$ cat config.mk
export PLATFORM = sky130hd
export DESIGN_NAME = cfglu_top
export DESIGN_NICKNAME = d
export VERILOG_FILES = /design/src/rtl/cfglu_seq.v /design/src/rtl/cfglu_table.v /design/src/rtl/cfglu_top.v
export VERILOG_INCLUDE_DIRS = /design/src /design/src/pkg
export SDC_FILE = /design/constraint.sdc
export NUM_CORES = 1
export LEC_CHECK = 0
export BUFFER_PORTS_ARGS = -buffer_cell sky130_fd_sc_hd__buf_2
export CAP_MARGIN = 20
export CORE_MARGIN = 2
export CORE_UTILIZATION = 50
export DETAILED_ROUTE_END_ITERATION = 6
export PLACE_DENSITY = 0.81
export SYNTH_ARGS = -nofsm -noshare
export SYNTH_HDL_FRONTEND = slang
export SYNTH_SLANG_ARGS = --single-unit
$ cat constraint.sdc
create_clock -name clk_sys_in -period 9.05 [get_ports clk_sys_in]
set_input_delay 0 -clock clk_sys_in [delete_from_list [all_inputs] [get_ports clk_sys_in]]
set_output_delay 0 -clock clk_sys_in [all_outputs]
set_load 0.1 [all_outputs]
$ cat src/pkg/cfglu_consts.vh
`ifndef CFGLU_CONSTS_VH
`define CFGLU_CONSTS_VH
// register indices on the plain port
`define CFGLU_IDX_GLOBAL_CONTROL 4'h0
`define CFGLU_IDX_SEQUENCER_SELECT 4'h1
`define CFGLU_IDX_TABLE0_MODE 4'h5
`define CFGLU_IDX_TABLE0_INPUT_SEL_AB 4'h6
`define CFGLU_IDX_TABLE0_INPUT_SEL_C 4'h7
`define CFGLU_IDX_TABLE0_PATTERN 4'h8
`define CFGLU_IDX_TABLE1_MODE 4'h9
`define CFGLU_IDX_TABLE1_INPUT_SEL_AB 4'hA
`define CFGLU_IDX_TABLE1_INPUT_SEL_C 4'hB
`define CFGLU_IDX_TABLE1_PATTERN 4'hC
// global control fields
`define CFGLU_GC_ENABLE_BIT 0
`define CFGLU_GC_RUN_IN_STANDBY_BIT 6
`define CFGLU_GC_MASK 8'h41
// table mode fields
`define CFGLU_TM_ENABLE_BIT 0
`define CFGLU_TM_PIN_OE_BIT 3
`define CFGLU_TM_FILT_LSB 4
`define CFGLU_TM_FILT_MSB 5
`define CFGLU_TM_CLOCK_SOURCE_SELECT_BIT 6
`define CFGLU_TM_EDGE_BIT 7
`define CFGLU_TM_MASK 8'hF9
`define CFGLU_SEQ_MASK 8'h0F
`define CFGLU_SEL_C_MASK 8'h0F
`define CFGLU_RESET_VALUE 8'h00
// sequencer select encodings
`define CFGLU_SEQ_OFF 4'h0
`define CFGLU_SEQ_GATED_DATA_FLIPFLOP 4'h1
`define CFGLU_SEQ_TOGGLE_CAPABLE_FLIPFLOP 4'h2
`define CFGLU_SEQ_LEVEL_DATA_LATCH 4'h3
`define CFGLU_SEQ_SET_RESET_LATCH 4'h4
// filter select encodings
`define CFGLU_FILT_OFF 2'h0
`define CFGLU_FILT_SYNCHRONIZER_OPTION 2'h1
`define CFGLU_FILT_FULL 2'h2
// input source encodings
`define CFGLU_SRC_MASK 4'h0
`define CFGLU_SRC_FEEDBACK 4'h1
`define CFGLU_SRC_LINK 4'h2
`define CFGLU_SRC_EVENT_A 4'h3
`define CFGLU_SRC_EVENT_B 4'h4
`define CFGLU_SRC_IO 4'h5
`define CFGLU_SRC_LAST 4'hE
`endif

$ cat src/rtl/cfglu_seq.v
`timescale 1ns/1ps
`include "cfglu_consts.vh"
module cfglu_seq
(
    input wire clk_sys_in, // system clock
    input wire rst_b_in, // async reset, active low
    input wire tick_in, // selected clock edge of the even table
    input wire clear_in, // sequential reset request
    input wire [3:0] mode_in, // sequencer select field
    input wire even_in, // even table output
    input wire odd_in, // odd table output
    output wire state_out // stored output
);
    reg state_q;
    reg state_d;

    always @*
    begin
        state_d = state_q;
        case (mode_in)
            `CFGLU_SEQ_GATED_DATA_FLIPFLOP:
                if (tick_in && odd_in)
                    state_d = even_in;
            `CFGLU_SEQ_TOGGLE_CAPABLE_FLIPFLOP:
                if (tick_in)
                begin
                    case ({even_in, odd_in})
                        2'h1: state_d = 1'b0;
                        2'h2: state_d = 1'b1;
                        2'h3: state_d = ~state_q;
                        default: state_d = state_q;
                    endcase
                end
            // latches are level sensitive, so they follow on every system edge
            `CFGLU_SEQ_LEVEL_DATA_LATCH:
                if (odd_in)
                    state_d = even_in;
            `CFGLU_SEQ_SET_RESET_LATCH:
                if (even_in && !odd_in)
                    state_d = 1'b1;
                else if (odd_in && !even_in)
                    state_d = 1'b0;
            default:
                state_d = 1'b0;
        endcase
        if (clear_in)
            state_d = 1'b0;
    end

    always @(posedge clk_sys_in or negedge rst_b_in)
    begin
        if (!rst_b_in)
            state_q <= 1'b0;
        else
            state_q <= state_d;
    end

    // clear shows at once, not one edge later
    assign state_out = state_q & ~clear_in;
endmodule // cfglu_seq

$ cat src/rtl/cfglu_table.v
`timescale 1ns/1ps
`include "cfglu_consts.vh"
module cfglu_table
(
    input wire clk_sys_in, // system clock
    input wire rst_b_in, // async reset, active low
    input wire active_in, // unit and table enabled
    input wire clock_source_select_in, // clock source select
    input wire [1:0] filt_sel_in, // filter select
    input wire edge_en_in, // edge detect enable
    input wire pclk_run_in, // peripheral clock running
    input wire [2:0] event_table_input_in, // selected inputs 2..0
    input wire [7:0] pattern_in, // truth pattern
    output wire tick_out, // selected table clock edge
    output wire uses_clock_out, // filter or edge detector in use
    output wire value_out // table value after filter and edge detector
);
    reg in2_prev_q;
    reg sync1_q;
    reg sync2_q;
    reg hist0_q;
    reg hist1_q;
    reg filt_q;
    reg edge_prev_q;
    wire in2_masked;
    wire raw;
    wire filt_val;
    wire use_filt;

    // input 2 becomes a clock edge, taken on its rising transition
    assign tick_out = clock_source_select_in ? (event_table_input_in[2] & ~in2_prev_q) : pclk_run_in;
    assign in2_masked = clock_source_select_in ? 1'b0 : event_table_input_in[2];
    assign raw = pattern_in[{in2_masked, event_table_input_in[1:0]}];
    assign use_filt = (filt_sel_in == `CFGLU_FILT_SYNCHRONIZER_OPTION) || (filt_sel_in == `CFGLU_FILT_FULL);
    assign uses_clock_out = use_filt | edge_en_in;
    assign filt_val = (filt_sel_in == `CFGLU_FILT_FULL) ? filt_q :
                      (filt_sel_in == `CFGLU_FILT_SYNCHRONIZER_OPTION) ? sync2_q : raw;
    assign value_out = active_in & (edge_en_in ? (filt_val & ~edge_prev_q) : filt_val);

    always @(posedge clk_sys_in or negedge rst_b_in)
    begin
        if (!rst_b_in)
        begin
            in2_prev_q <= 1'b0;
            sync1_q <= 1'b0;
            sync2_q <= 1'b0;
            hist0_q <= 1'b0;
            hist1_q <= 1'b0;
            filt_q <= 1'b0;
            edge_prev_q <= 1'b0;
        end
        else
        begin
            in2_prev_q <= event_table_input_in[2];
            if (!active_in)
            begin
                // internal filter and edge state is gone one cycle after disable
                sync1_q <= 1'b0;
                sync2_q <= 1'b0;
                hist0_q <= 1'b0;
                hist1_q <= 1'b0;
                filt_q <= 1'b0;
                edge_prev_q <= 1'b0;
            end
            else if (tick_out)
            begin
                sync1_q <= raw;
                sync2_q <= sync1_q;
                hist0_q <= sync2_q;
                hist1_q <= hist0_q;
                // three agreeing samples give a 4..5 cycle delay
                if (sync2_q == hist0_q && hist0_q == hist1_q)
                    filt_q <= hist1_q;
                edge_prev_q <= filt_val;
            end
        end
    end
endmodule // cfglu_table

$ cat src/rtl/cfglu_top.v
// The address-and-strobe port is this design's own decision.
`timescale 1ns/1ps
`include "cfglu_consts.vh"
// Operation
// gated data flip-flop: even is data, odd is gate; reset clears, gate low holds.
// toggle flip-flop: even J, odd K; 00 hold, 01 clear, 10 set, 11 toggle.
// data latch: even is data, odd gate; follows while gate high, else holds.
// set/reset latch: even set, odd reset; software must avoid both high.
// clocked parts use peripheral clock, or input line 2 when clock source bit set.
// shared sequential element uses the even table's selected clock only.
// with input 2 as clock, it indexes the pattern as low.
// software disables the unit before changing any clock source.
// table values are offered as output events; input events index patterns directly.
// run-in-standby keeps the system clock requested in standby.
// without run-in-standby, clocked tables output zero in standby.
// in idle sleep the pattern decode keeps running.
// input line 2 clocks the table in every mode, sleep included.
// run-in-standby has no effect where no peripheral clock is needed.
// global control: enable at bit 0, run-in-standby at bit 6, reset zero.
// sequencer select: 0 off, 1 data flop, 2 JK, 3 latch, 4 set/reset.
// filter select: 0 none, 1 synchronizer, 2 full filter, 3 reserved.
// table mode: bit 7 edge, 6 clock source, 3 pin enable, 0 enable.
// table value is pattern bit indexed by inputs 2,1,0, input 2 high.
// protected bits writable while disabled or with the enabling write.
// disabling the even table clears the sequential element for one cycle; here it stays clear while the even table is off and one cycle after it goes off.
// full filter delays the value by two to five selected clocks; here four to five.
// reserved encodings act as disabled; unused bits read zero.
module cfglu_top
#(
    parameter NUM_TABLES = 2,
    parameter PERIPH_SRC = 16
)
(
    input wire clk_sys_in, // system clock, 25 MHz
    input wire rst_b_in, // async reset, active low
    input wire [3:0] reg_addr_in, // register index
    input wire [7:0] reg_wdata_in, // write data
    input wire reg_wr_in, // write strobe
    input wire reg_rd_in, // read strobe
    output wire [7:0] reg_rdata_out, // read data, one cycle after strobe
    input wire [3:0] event_table_input_in, // input events 0..3
    input wire [3*NUM_TABLES-1:0] io_in, // table input pins
    input wire [3*NUM_TABLES*PERIPH_SRC-1:0] periph_in, // peripheral sources by select code
    input wire standby_in, // standby sleep active
    input wire idle_in, // idle sleep active
    output wire [NUM_TABLES-1:0] table_output_event_out, // table output events
    output wire [NUM_TABLES-1:0] pin_out_out, // table pin value
    output wire [NUM_TABLES-1:0] pin_oe_out, // table pin output enable
    output wire seq_state_out, // sequential element output
    output wire clock_request_out // peripheral clock needed
);
    reg [7:0] rdata_q;
    reg [7:0] rdata_d;
    reg glob_en_q;
    reg run_stdby_q;
    reg [3:0] sequencer_select_field_q;
    reg [7:0] mode_q [0:NUM_TABLES-1];
    reg [7:0] sel_ab_q [0:NUM_TABLES-1];
    reg [3:0] sel_c_q [0:NUM_TABLES-1];
    reg [7:0] pattern_q [0:NUM_TABLES-1];
    reg [NUM_TABLES-1:0] out_q;
    reg even_en_prev_q;
    reg seq_clr_hold_q;
    reg [3:0] widx;
    reg wr_mode;
    reg wr_sel_ab;
    reg wr_sel_c;
    reg wr_pattern;
    integer i;
    // the read decode keeps its own loop index so that only one process drives each
    integer ri;
    wire [NUM_TABLES-1:0] tick;
    wire [NUM_TABLES-1:0] uses_clk;
    wire [NUM_TABLES-1:0] value;
    wire [NUM_TABLES-1:0] active;
    wire [NUM_TABLES-1:0] needs_pclk;
    wire [NUM_TABLES-1:0] forced_low;
    wire pclk_run;
    wire seq_on;
    wire seq_state;
    wire seq_clr;
    wire idle_unused;

    // index of a table's first register
    function [3:0] table_base;
        input integer t;
        begin
            table_base = (t == 0) ? `CFGLU_IDX_TABLE0_MODE : `CFGLU_IDX_TABLE1_MODE;
        end
    endfunction

    // selects one table input; link and feedback use registered values to break loops
    function pick_src;
        input [3:0] sel;
        input fb;
        input lnk;
        input ev_a;
        input ev_b;
        input io;
        input [PERIPH_SRC-1:0] per;
        begin
            case (sel)
                `CFGLU_SRC_MASK: pick_src = 1'b0;
                `CFGLU_SRC_FEEDBACK: pick_src = fb;
                `CFGLU_SRC_LINK: pick_src = lnk;
                `CFGLU_SRC_EVENT_A: pick_src = ev_a;
                `CFGLU_SRC_EVENT_B: pick_src = ev_b;
                `CFGLU_SRC_IO: pick_src = io;
                default: pick_src = (sel <= `CFGLU_SRC_LAST) ? per[sel] : 1'b0;
            endcase
        end
    endfunction

    always @*
    begin
        widx = reg_addr_in;
        wr_mode = 1'b0;
        wr_sel_ab = 1'b0;
        wr_sel_c = 1'b0;
        wr_pattern = 1'b0;
    end

    // register writes
    always @(posedge clk_sys_in or negedge rst_b_in)
    begin
        if (!rst_b_in)
        begin
            glob_en_q <= 1'b0;
            run_stdby_q <= 1'b0;
            sequencer_select_field_q <= `CFGLU_SEQ_OFF;
            for (i = 0; i < NUM_TABLES; i = i + 1)
            begin
                mode_q[i] <= `CFGLU_RESET_VALUE;
                sel_ab_q[i] <= `CFGLU_RESET_VALUE;
                sel_c_q[i] <= 4'h0;
                pattern_q[i] <= `CFGLU_RESET_VALUE;
            end
        end
        else if (reg_wr_in)
        begin
            if (widx == `CFGLU_IDX_GLOBAL_CONTROL)
            begin
                glob_en_q <= reg_wdata_in[`CFGLU_GC_ENABLE_BIT];
                run_stdby_q <= reg_wdata_in[`CFGLU_GC_RUN_IN_STANDBY_BIT];
            end
            if (widx == `CFGLU_IDX_SEQUENCER_SELECT && !mode_q[0][`CFGLU_TM_ENABLE_BIT])
                sequencer_select_field_q <= reg_wdata_in[3:0];
            for (i = 0; i < NUM_TABLES; i = i + 1)
            begin
                if (widx == table_base(i))
                begin
                    // protected bits go in while disabled or with the enabling write
                    if (!mode_q[i][`CFGLU_TM_ENABLE_BIT] || reg_wdata_in[`CFGLU_TM_ENABLE_BIT])
                        mode_q[i] <= reg_wdata_in & `CFGLU_TM_MASK;
                    else
                        mode_q[i] <= mode_q[i] & ~(8'h01 << `CFGLU_TM_ENABLE_BIT);
                end
                if (!mode_q[i][`CFGLU_TM_ENABLE_BIT])
                begin
                    if (widx == table_base(i) + 4'h1)
                        sel_ab_q[i] <= reg_wdata_in;
                    if (widx == table_base(i) + 4'h2)
                        sel_c_q[i] <= reg_wdata_in[3:0];
                    if (widx == table_base(i) + 4'h3)
                        pattern_q[i] <= reg_wdata_in;
                end
            end
        end
    end

    // register reads
    always @*
    begin
        rdata_d = 8'h00;
        if (reg_addr_in == `CFGLU_IDX_GLOBAL_CONTROL)
        begin
            rdata_d[`CFGLU_GC_ENABLE_BIT] = glob_en_q;
            rdata_d[`CFGLU_GC_RUN_IN_STANDBY_BIT] = run_stdby_q;
        end
        if (reg_addr_in == `CFGLU_IDX_SEQUENCER_SELECT)
            rdata_d = {4'h0, sequencer_select_field_q};
        for (ri = 0; ri < NUM_TABLES; ri = ri + 1)
        begin
            if (reg_addr_in == table_base(ri))
                rdata_d = mode_q[ri];
            if (reg_addr_in == table_base(ri) + 4'h1)
                rdata_d = sel_ab_q[ri];
            if (reg_addr_in == table_base(ri) + 4'h2)
                rdata_d = {4'h0, sel_c_q[ri]};
            if (reg_addr_in == table_base(ri) + 4'h3)
                rdata_d = pattern_q[ri];
        end
    end

    always @(posedge clk_sys_in or negedge rst_b_in)
    begin
        if (!rst_b_in)
            rdata_q <= 8'h00;
        else if (reg_rd_in)
            rdata_q <= rdata_d;
        else
            rdata_q <= 8'h00;
    end

    assign reg_rdata_out = rdata_q;

    // the peripheral clock stops in standby unless asked to run
    assign pclk_run = ~standby_in | run_stdby_q;
    // idle sleep leaves the decode path untouched
    assign idle_unused = idle_in;
    assign seq_on = (sequencer_select_field_q == `CFGLU_SEQ_GATED_DATA_FLIPFLOP) ||
                    (sequencer_select_field_q == `CFGLU_SEQ_TOGGLE_CAPABLE_FLIPFLOP) ||
                    (sequencer_select_field_q == `CFGLU_SEQ_LEVEL_DATA_LATCH) ||
                    (sequencer_select_field_q == `CFGLU_SEQ_SET_RESET_LATCH);

    genvar g;
    generate
        for (g = 0; g < NUM_TABLES; g = g + 1)
        begin : gen_table
            wire [2:0] ins;
            wire lnk;
            wire [3*PERIPH_SRC-1:0] per;
            assign lnk = out_q[(g + 1) % NUM_TABLES];
            assign per = periph_in[3*PERIPH_SRC*g +: 3*PERIPH_SRC];
            assign ins[0] = pick_src(sel_ab_q[g][3:0], seq_state, lnk, event_table_input_in[g],
                                     event_table_input_in[g+2], io_in[3*g], per[0 +: PERIPH_SRC]);
            assign ins[1] = pick_src(sel_ab_q[g][7:4], seq_state, lnk, event_table_input_in[g],
                                     event_table_input_in[g+2], io_in[3*g+1], per[PERIPH_SRC +: PERIPH_SRC]);
            assign ins[2] = pick_src(sel_c_q[g], seq_state, lnk, event_table_input_in[0],
                                     event_table_input_in[1], io_in[3*g+2], per[2*PERIPH_SRC +: PERIPH_SRC]);
            assign active[g] = glob_en_q & mode_q[g][`CFGLU_TM_ENABLE_BIT];

            cfglu_table u_table
            (
                .clk_sys_in(clk_sys_in),
                .rst_b_in(rst_b_in),
                .active_in(active[g]),
                .clock_source_select_in(mode_q[g][`CFGLU_TM_CLOCK_SOURCE_SELECT_BIT]),
                .filt_sel_in(mode_q[g][`CFGLU_TM_FILT_MSB:`CFGLU_TM_FILT_LSB]),
                .edge_en_in(mode_q[g][`CFGLU_TM_EDGE_BIT]),
                .pclk_run_in(pclk_run),
                .event_table_input_in(ins),
                .pattern_in(pattern_q[g]),
                .tick_out(tick[g]),
                .uses_clock_out(uses_clk[g]),
                .value_out(value[g])
            );

            // sequencer counts as clocked use for both tables of the pair
            assign needs_pclk[g] = active[g] & ~mode_q[g][`CFGLU_TM_CLOCK_SOURCE_SELECT_BIT] & (uses_clk[g] | seq_on);
            assign forced_low[g] = standby_in & ~run_stdby_q & (uses_clk[g] | seq_on)
                                   & ~mode_q[g][`CFGLU_TM_CLOCK_SOURCE_SELECT_BIT];

            always @(posedge clk_sys_in or negedge rst_b_in)
            begin
                if (!rst_b_in)
                    out_q[g] <= 1'b0;
                else
                    out_q[g] <= value[g] & ~forced_low[g];
            end

            assign pin_out_out[g] = out_q[g];
            assign pin_oe_out[g] = active[g] & mode_q[g][`CFGLU_TM_PIN_OE_BIT];
        end
    endgenerate

    // clear while the even table is off, plus one cycle after it goes off
    always @(posedge clk_sys_in or negedge rst_b_in)
    begin
        if (!rst_b_in)
        begin
            even_en_prev_q <= 1'b0;
            seq_clr_hold_q <= 1'b0;
        end
        else
        begin
            even_en_prev_q <= active[0];
            seq_clr_hold_q <= even_en_prev_q & ~active[0];
        end
    end

    assign seq_clr = ~active[0] | seq_clr_hold_q;

    cfglu_seq u_seq
    (
        .clk_sys_in(clk_sys_in),
        .rst_b_in(rst_b_in),
        .tick_in(tick[0]),
        .clear_in(seq_clr),
        .mode_in(sequencer_select_field_q),
        .even_in(value[0] & ~forced_low[0]),
        .odd_in(value[1] & ~forced_low[1]),
        .state_out(seq_state)
    );

    assign seq_state_out = seq_state;
    assign table_output_event_out = out_q;
    // a purely combinational setup never requests the clock
    assign clock_request_out = glob_en_q & (|needs_pclk) & pclk_run & ~(idle_unused & 1'b0);
endmodule // cfglu_top

==> results of run 1 <==
routing by layer:
layer / vias up / global-route usage (%) / part of all wire (%)
met1: 2334 / 34.42 / 40
met5: - / 0 / 0
met3: 57 / 4.581 / 7.6
met2: 250 / 45.19 / 49
li1: 2133 / - / -
met4: 0 / 11.36 / 3.7
worst register-to-register path, stage by stage (launching register included):
cell and delay, ns:
dfrtp_1 0.47, nand4b_1 0.31, inv_1 0.41, a221oi_1 0.20, or3_1 0.44, a2111oi_0 0.39, a32oi_1 0.16, o211ai_1 0.17
nand2_1 0.17, ha_1 0.31, nand2_1 0.07, nor3_1 0.06, or3_1 0.35, o21ai_2 0.15, mux2i_1 0.21
logic make-up (layout without fill, tap and decap cells):
family	Yosys count	count (layout)
fa+ha+maj	6	6
simple gates	154	154
buf+inv	55	144
flops	85	85
mux	100	100
compound gates	137	137
worst paths after layout:
path	cells after the start	startpoint	slack (ns)	end
worst min register to register	1	even_en_prev_q$_DFF_PN0_	0.46	seq_clr_hold_q$_DFF_PN0_
worst max register to register	14	glob_en_q$_DFFE_PN0P_	5.13	u_seq.state_q$_DFFE_PN0P_
max in group asynchronous	3	rst_b_in	8.40	sel_ab_q[7]$_DFFE_PN0P_
min in group clk_sys_in	2	reg_wdata_in[6]	0.02	mode_q[6]$_DFFE_PN0P_
worst min-delay path	2	rst_b_in	0.02	sel_ab_q[1]$_DFFE_PN0P_
worst max-delay path	14	glob_en_q$_DFFE_PN0P_	5.13	u_seq.state_q$_DFFE_PN0P_
per-stage QoR:
step           hold WS (ns)  instances  util (%)  setup WS (ns)
2_1_floorplan       -0.2956        537         -          5.332
3_3_place_gp         0.2357        743     55.16          5.323
3_5_place_dp         0.2539        743     55.16          5.229
4_1_cts             0.01280        765     57.72          5.191
5_1_grt             0.01833        766     57.98          4.873
6_report            0.01755        766     57.98          5.125
layout make-up:
type	count	share of cell area, %
flip-flops and latches	85	34.14
multi-input cells	397	48.93
repair buffers	103	9.158
well taps	140	2.812
clock buffers	10	2.049
inverters	25	1.506
clock inverters	6	1.406
cell usage in the layout (no fill, tap or decap), drive strengths merged, types with 16 or more instances in the layout:
cell type / instances
dfrtp: 85
nand3: 16
nor2: 23
a21oi: 18
buf: 97
inv: 25
mux2: 61
mux2i: 28
nor2b: 21
nand2: 46
o21ai: 45
report_power, final:
part / leakage (nW) / switching, mW / internal [mW]
clock: 0.0985 / 0.142 / 0.155
combinational: 1.63 / 0.253 / 0.222
sequential: 1.08 / 0.122 / 0.452
state kept, by name, summed over array words and instances, names as in the netlist, 2 cells and up:
name                           count
gen_table.u_table.sync2_q          2
sel_ab_q                          16
gen_table.u_table.sync1_q          2
gen_table.u_table.hist0_q          2
mode_q                            12
gen_table.u_table.filt_q           2
gen_table.u_table.hist1_q          2
gen_table.lnk                      2
gen_table.u_table.edge_prev_q      2
sequencer_select_field_q           4
reg_rdata_out                      8
gen_table.u_table.in2_prev_q       2
sel_c_q                            8
pattern_q                         16
==> run_results.csv, run 1 <==
group,metric,value,unit
critical_path,critical-path-max-stage-delay,0.47,ns
sta,setup_tns,0,ns
synth,synth_edf_count,0,
synth,syn-num-nets,667,
critical_path,cp.arrival,4.22,ns
clock_tree,postCtsHoldBufs,6,
global_routing,grt_pass1_wl,24090,um
clock_tree,h-tree-depth,3,
sta,post-route-period-util,43.37,%
synth,synth_warnings,0,
die,die_h,108.3,um
die,die_w,108.3,um
drt,drcViolationCount,0,
drt,drt-wirelength-per-cell,19.62,um
synth,syn_inst,537,
cells_and_area,synthToLayoutAreaGrowth,14.43,%
die,io_pins,140,
clock_tree,tritoncts,"done",
sta,hold_violations,0,
outcome,outcome,"completed",
global_routing,antenna_found_initial,0,
critical_path,crit_type,"reg2reg",
synth,ys.flop_type,"dfrtp_1",
cells_and_area,finalNetCount,751,
sta,rsz0062_at_grt,"false",
synth,yosys.area.top_type,"dfrtp_1",
synth,yosys-mux-area-fraction,22.62,%
clock_tree,clock_sinks,85,
critical_path,cp-end-kind,"flop",
cells_and_area,num_antenna_cells,0,
drt,first_iter_violations,521,
synth,synth_common_cells,"dfrtp_1, mux2_2, nand2_1",
clock_tree,post_cts_resized,0,
global_routing,grt.overflow.total,0,
placement,placed_cell_area,0.005927,mm2
sta,final_max_slew_viol_count,0,
synth,synth_area,0.005444,mm2
sta,period_minus_slack,3.925,ns
power,leakagePower,2.811,nW
clock_tree,cts_setup_buffers,0,
critical_path,critPathMaxFanout,7,
worst_hold_path,hold_class,"in2async",
drt,drt_wl_total,15030,um
synth,synth-compound-area-share,17.28,%
global_routing,grt_pass1_vias,4742,
drt,drt_first_pass_iters,5,
sta,setup_viol,0,
clock_tree,numCtsBuffers,9,
die,start_util,50.66,%
critical_path,critPathTopFamily,"simple AND/OR/NAND/NOR gates",
critical_path,crit_chain,"nand4b_1, inv_1, a221oi_1, or3_1, a2111oi_0, a32oi_1, o211ai_1, nand2_1, ha_1, nand2_1, nor3_1, or3_1, o21ai_2, mux2i_1",
synth,ys_async_sr_fraction,100.0,%
critical_path,critPathSlowestCell,"dfrtp_1",
sta,max_slew_margin,42.58,%
power,peakVddDrop,0.09788,mV
power,pwr_density_cell,216.0,mW/mm2
synth,ys_ff_latch,85,
drt,ant_nets,0,
power,finalPower,1.345,mW
cells_and_area,n_fill_cell,911,
clock_tree,insertion_delay,0.37,ns
die,die_area,0.01174,mm2
drt,vias,4774,
critical_path,cp_data_required_time,9.35,ns
cells_and_area,final_area,0.006230,mm2
sta,worstMarginPinSlew,0.8573,ns
synth,synth.top_cell.area_share,39.07,%
synth,synth_adder_area_share,1.379,%
run,max_cap_viol_count,0,
sta,clock_skew,0.009058,ns
placement,io_buffers,96,
synth,yosysUniqueCellTypes,66,
die,core-area,0.01075,mm2
critical_path,worst-path-buf-inv,1,
placement,dpl.hpwl,11010,um
drt,viasPerCell,6.232,
sta,fmax,254.8,MHz
synth,synth_simple_gate_area_share,14.71,%
cells_and_area,drive_gt1_share,31.95,%
cells_and_area,seqCellArea,0.002127,mm2
critical_path,start_kind,"flop",
die,fp-row-count,38,
global_routing,grt_max_degree,86,
cells_and_area,multi_input_area,0.003048,mm2
synth,yosysSeqAreaShare,39.07,%
clock_tree,clockBufferDepth,2,
placement,place_congestion,1.080,
synth,synth.most_common_cell,"dfrtp_1",
clock_tree,cts_root_buf,"clkbuf_8",
synth,synth_xor_xnor_area_share,0,%
clock_tree,clkTransAtPathRegs,0.09,ns
synth,yosys-top-cells-area,"dfrtp_1, mux2_2, mux2i_1",
synth,synth_top_family_by_area,"multiplexers",
global_routing,global_route.usage.total,26.91,%
synth,postSynthAreaPerCell,10.14,um2
Note: power is estimated with default switching activity, not from simulation.
==> run 2: changes to the inputs <==
clock period = 3.7 ns   (was 9.05 ns; I/O delays follow)
==> run 2 against run 1 <==
Net effect:
- non-clock buffer count rose by 8
- sequential share of layout area is 0.14 points lower
- worst hold slack improved by 0.0095 ns
- via count down 2.0%
- register-to-register slack got worse by 4.9 ns
- final cell count up 0.91%
- clock power grew 93%
- clock skew about the same
- largest cell class unchanged
==> run_results.csv, run 2 (synthesis gave the netlist of run 1 again) <==
group,metric,value,unit
cells_and_area,multi_input_area,0.003067,mm2
cells_and_area,final_cell_mix,"buf_2, dfrtp_1, mux2_2",
cells_and_area,post-route-util,58.21,%
critical_path,critPathTopFamily,"multiplexers",
drt,ant_nets,0,
global_routing,grt_max_degree,86,
sta,worstMarginPinSlew,0.6309,ns
sta,clock_skew,0.008670,ns
drt,viasPerCell,6.053,
cells_and_area,finalNetCount,759,
critical_path,critical-path-max-stage-delay,0.56,ns
sta,hold_violations,0,
critical_path,regToRegSetupSlack,0.19,ns
critical_path,cp.arrival,3.79,ns
drt,drt-wirelength-per-cell,19.98,um
clock_tree,clockBufferDepth,2,
die,fp-row-count,38,
cells_and_area,final_common_cell,"buf_2",
sta,post-route-period-util,94.75,%
power,peakVddDrop,0.2881,mV
die,start_util,50.66,%
critical_path,r2r_cells,13,
drt,drcViolationCount,0,
critical_path,critPathMaxFanout,6,
clock_tree,insertion_delay,0.36,ns
cells_and_area,synthToLayoutAreaGrowth,14.89,%
sta,max_slew_margin,57.86,%
critical_path,crit_type,"reg2reg",
sta,period_minus_slack,3.506,ns
die,die_h,108.3,um
drt,first_iter_violations,308,
sta,setup_tns,0,ns
critical_path,cp.depth,13,
cells_and_area,top_regs,"pattern_q: 16 flops, sel_ab_q: 16 flops, mode_q: 12 flops",
clock_tree,tritoncts,"done",
global_routing,global_route.usage.total,27.94,%
global_routing,grt.overflow.total,0,
placement,dpl.hpwl,11610,um
critical_path,r2r-end,"u_seq.state_q$_DFFE_PN0P_",
clock_tree,cts_root_buf,"clkbuf_8",
clock_tree,numCtsBuffers,9,
clock_tree,clkTransAtPathRegs,0.08,ns
critical_path,worst_path_most_repeated_cell,"o21ai_2",
cells_and_area,drive_gt1_share,33.97,%
run,max_cap_viol_count,0,
global_routing,antenna_found_initial,0,
placement,io_buffers,96,
cells_and_area,n_fill_cell,985,
clock_tree,clock_sinks,85,
die,io_pins,140,
sta,rsz0062_at_grt,"false",
worst_hold_path,hold_class,"in2reg",
clock_tree,cts_setup_buffers,0,
cells_and_area,seqCellArea,0.002127,mm2
critical_path,worst-path-buf-inv,0,
clock_tree,h-tree-depth,3,
critical_path,start_kind,"flop",
critical_path,crit_chain,"mux4_2, mux2i_4, mux2_2, a211oi_2, o21ai_2, a31oi_4, or2_1, ha_1, nand2_1, nor3_1, or3_1, o21ai_2, mux2i_1",
global_routing,grt_pass1_vias,4724,
worst_hold_path,whs_endpoint,"mode_q[8]$_DFFE_PN0P_",
worst_hold_path,hold_depth,3,
worst_hold_path,hp-start,"reg_wr_in",
sta,setup_viol,0,
power,pwr_density_cell,507.2,mW/mm2
power,leakagePower,2.835,nW
die,die_w,108.3,um
outcome,outcome,"completed",
sta,final_max_slew_viol_count,0,
die,die_area,0.01174,mm2
placement,place_congestion,0.9671,
cells_and_area,num_antenna_cells,0,
cells_and_area,fin_cells,773,
placement,dp.cells,754,
sta,fmax,285.3,MHz
global_routing,grt_pass1_wl,24820,um
critical_path,critPathSlowestCell,"mux4_2",
drt,drt_wl_total,15450,um
critical_path,cp-end-kind,"flop",
drt,vias,4679,
critical_path,cp_data_required_time,3.99,ns
critical_path,r2r_start,"sel_ab_q[4]$_DFFE_PN0P_",
drt,drt_first_pass_iters,5,
die,core-area,0.01075,mm2
-- run 2: worst max-delay path by stage --
stage / from / end / slack [ns]
floorplan: mode_q[8]$_DFFE_PN0P_ / u_seq.state_q$_DFFE_PN0P_ / 0.05
global placement: sel_ab_q[4]$_DFFE_PN0P_ / u_seq.state_q$_DFFE_PN0P_ / 0.23
detailed placement: sel_ab_q[4]$_DFFE_PN0P_ / u_seq.state_q$_DFFE_PN0P_ / 0.18
CTS: sel_ab_q[4]$_DFFE_PN0P_ / u_seq.state_q$_DFFE_PN0P_ / 0.15
global route: seq_clr_hold_q$_DFF_PN0_ / u_seq.state_q$_DFFE_PN0P_ / 0.01
finish: sel_ab_q[4]$_DFFE_PN0P_ / u_seq.state_q$_DFFE_PN0P_ / 0.19
-- run 2: worst register-to-register path: cells and delay by family (launching register included) --
kind | cells | cell delay (ns)
AO/OA/AOI/OAI | 4 | 0.72
adder cells (fa/ha/maj) | 1 | 0.23
flip-flops | 1 | 0.49
multiplexers | 4 | 1.39
AND/OR/NAND/NOR | 4 | 0.60
-- run 2: timing repair --
item	4_1_cts	5_1_grt
hold endpoints to repair	97	0
gates resized for setup	0	5
hold buffers	3	0
setup endpoints to repair	0	1
-- run 2: final cells by class --
cell class	instances	share of cell area, %
tap	140	2.801
multi-input combinational	397	49.03
clock buffer	10	2.200
clock inverter	5	0.4401
timing repair buffer	111	9.962
sequential	85	34.01
inverter	25	1.560
-- run 2: power by group --
part | leakage (nW) | internal (mW) | switching [mW]
Combinational | 1.66 | 0.571 | 0.644
Sequential | 1.08 | 1.11 | 0.277
Clock | 0.0877 | 0.253 | 0.321
Total | 2.84 | 1.93 | 1.24
-- run 2: per-layer routing --
layer / track usage, % / routed length, um
met4: 11.63 / 453
met1: 37.00 / 6728
met2: 47.08 / 7612
met3: 2.712 / 654
met5: 0 / 0
-- run 2: stage by stage --
step	worst slack, ns	area (um2)	power (mW)	hold WS [ns]
finish	0.1943	6255	3.173	0.02707
global route	0.01380	6255	3.357	0.02484
CTS	0.1453	6208	3.151	0.01888
detailed placement	0.1819	6013	2.579	0.2559
global placement	0.2255	6013	2.523	0.2394
floorplan	0.05044	5448	2.249	-0.2956
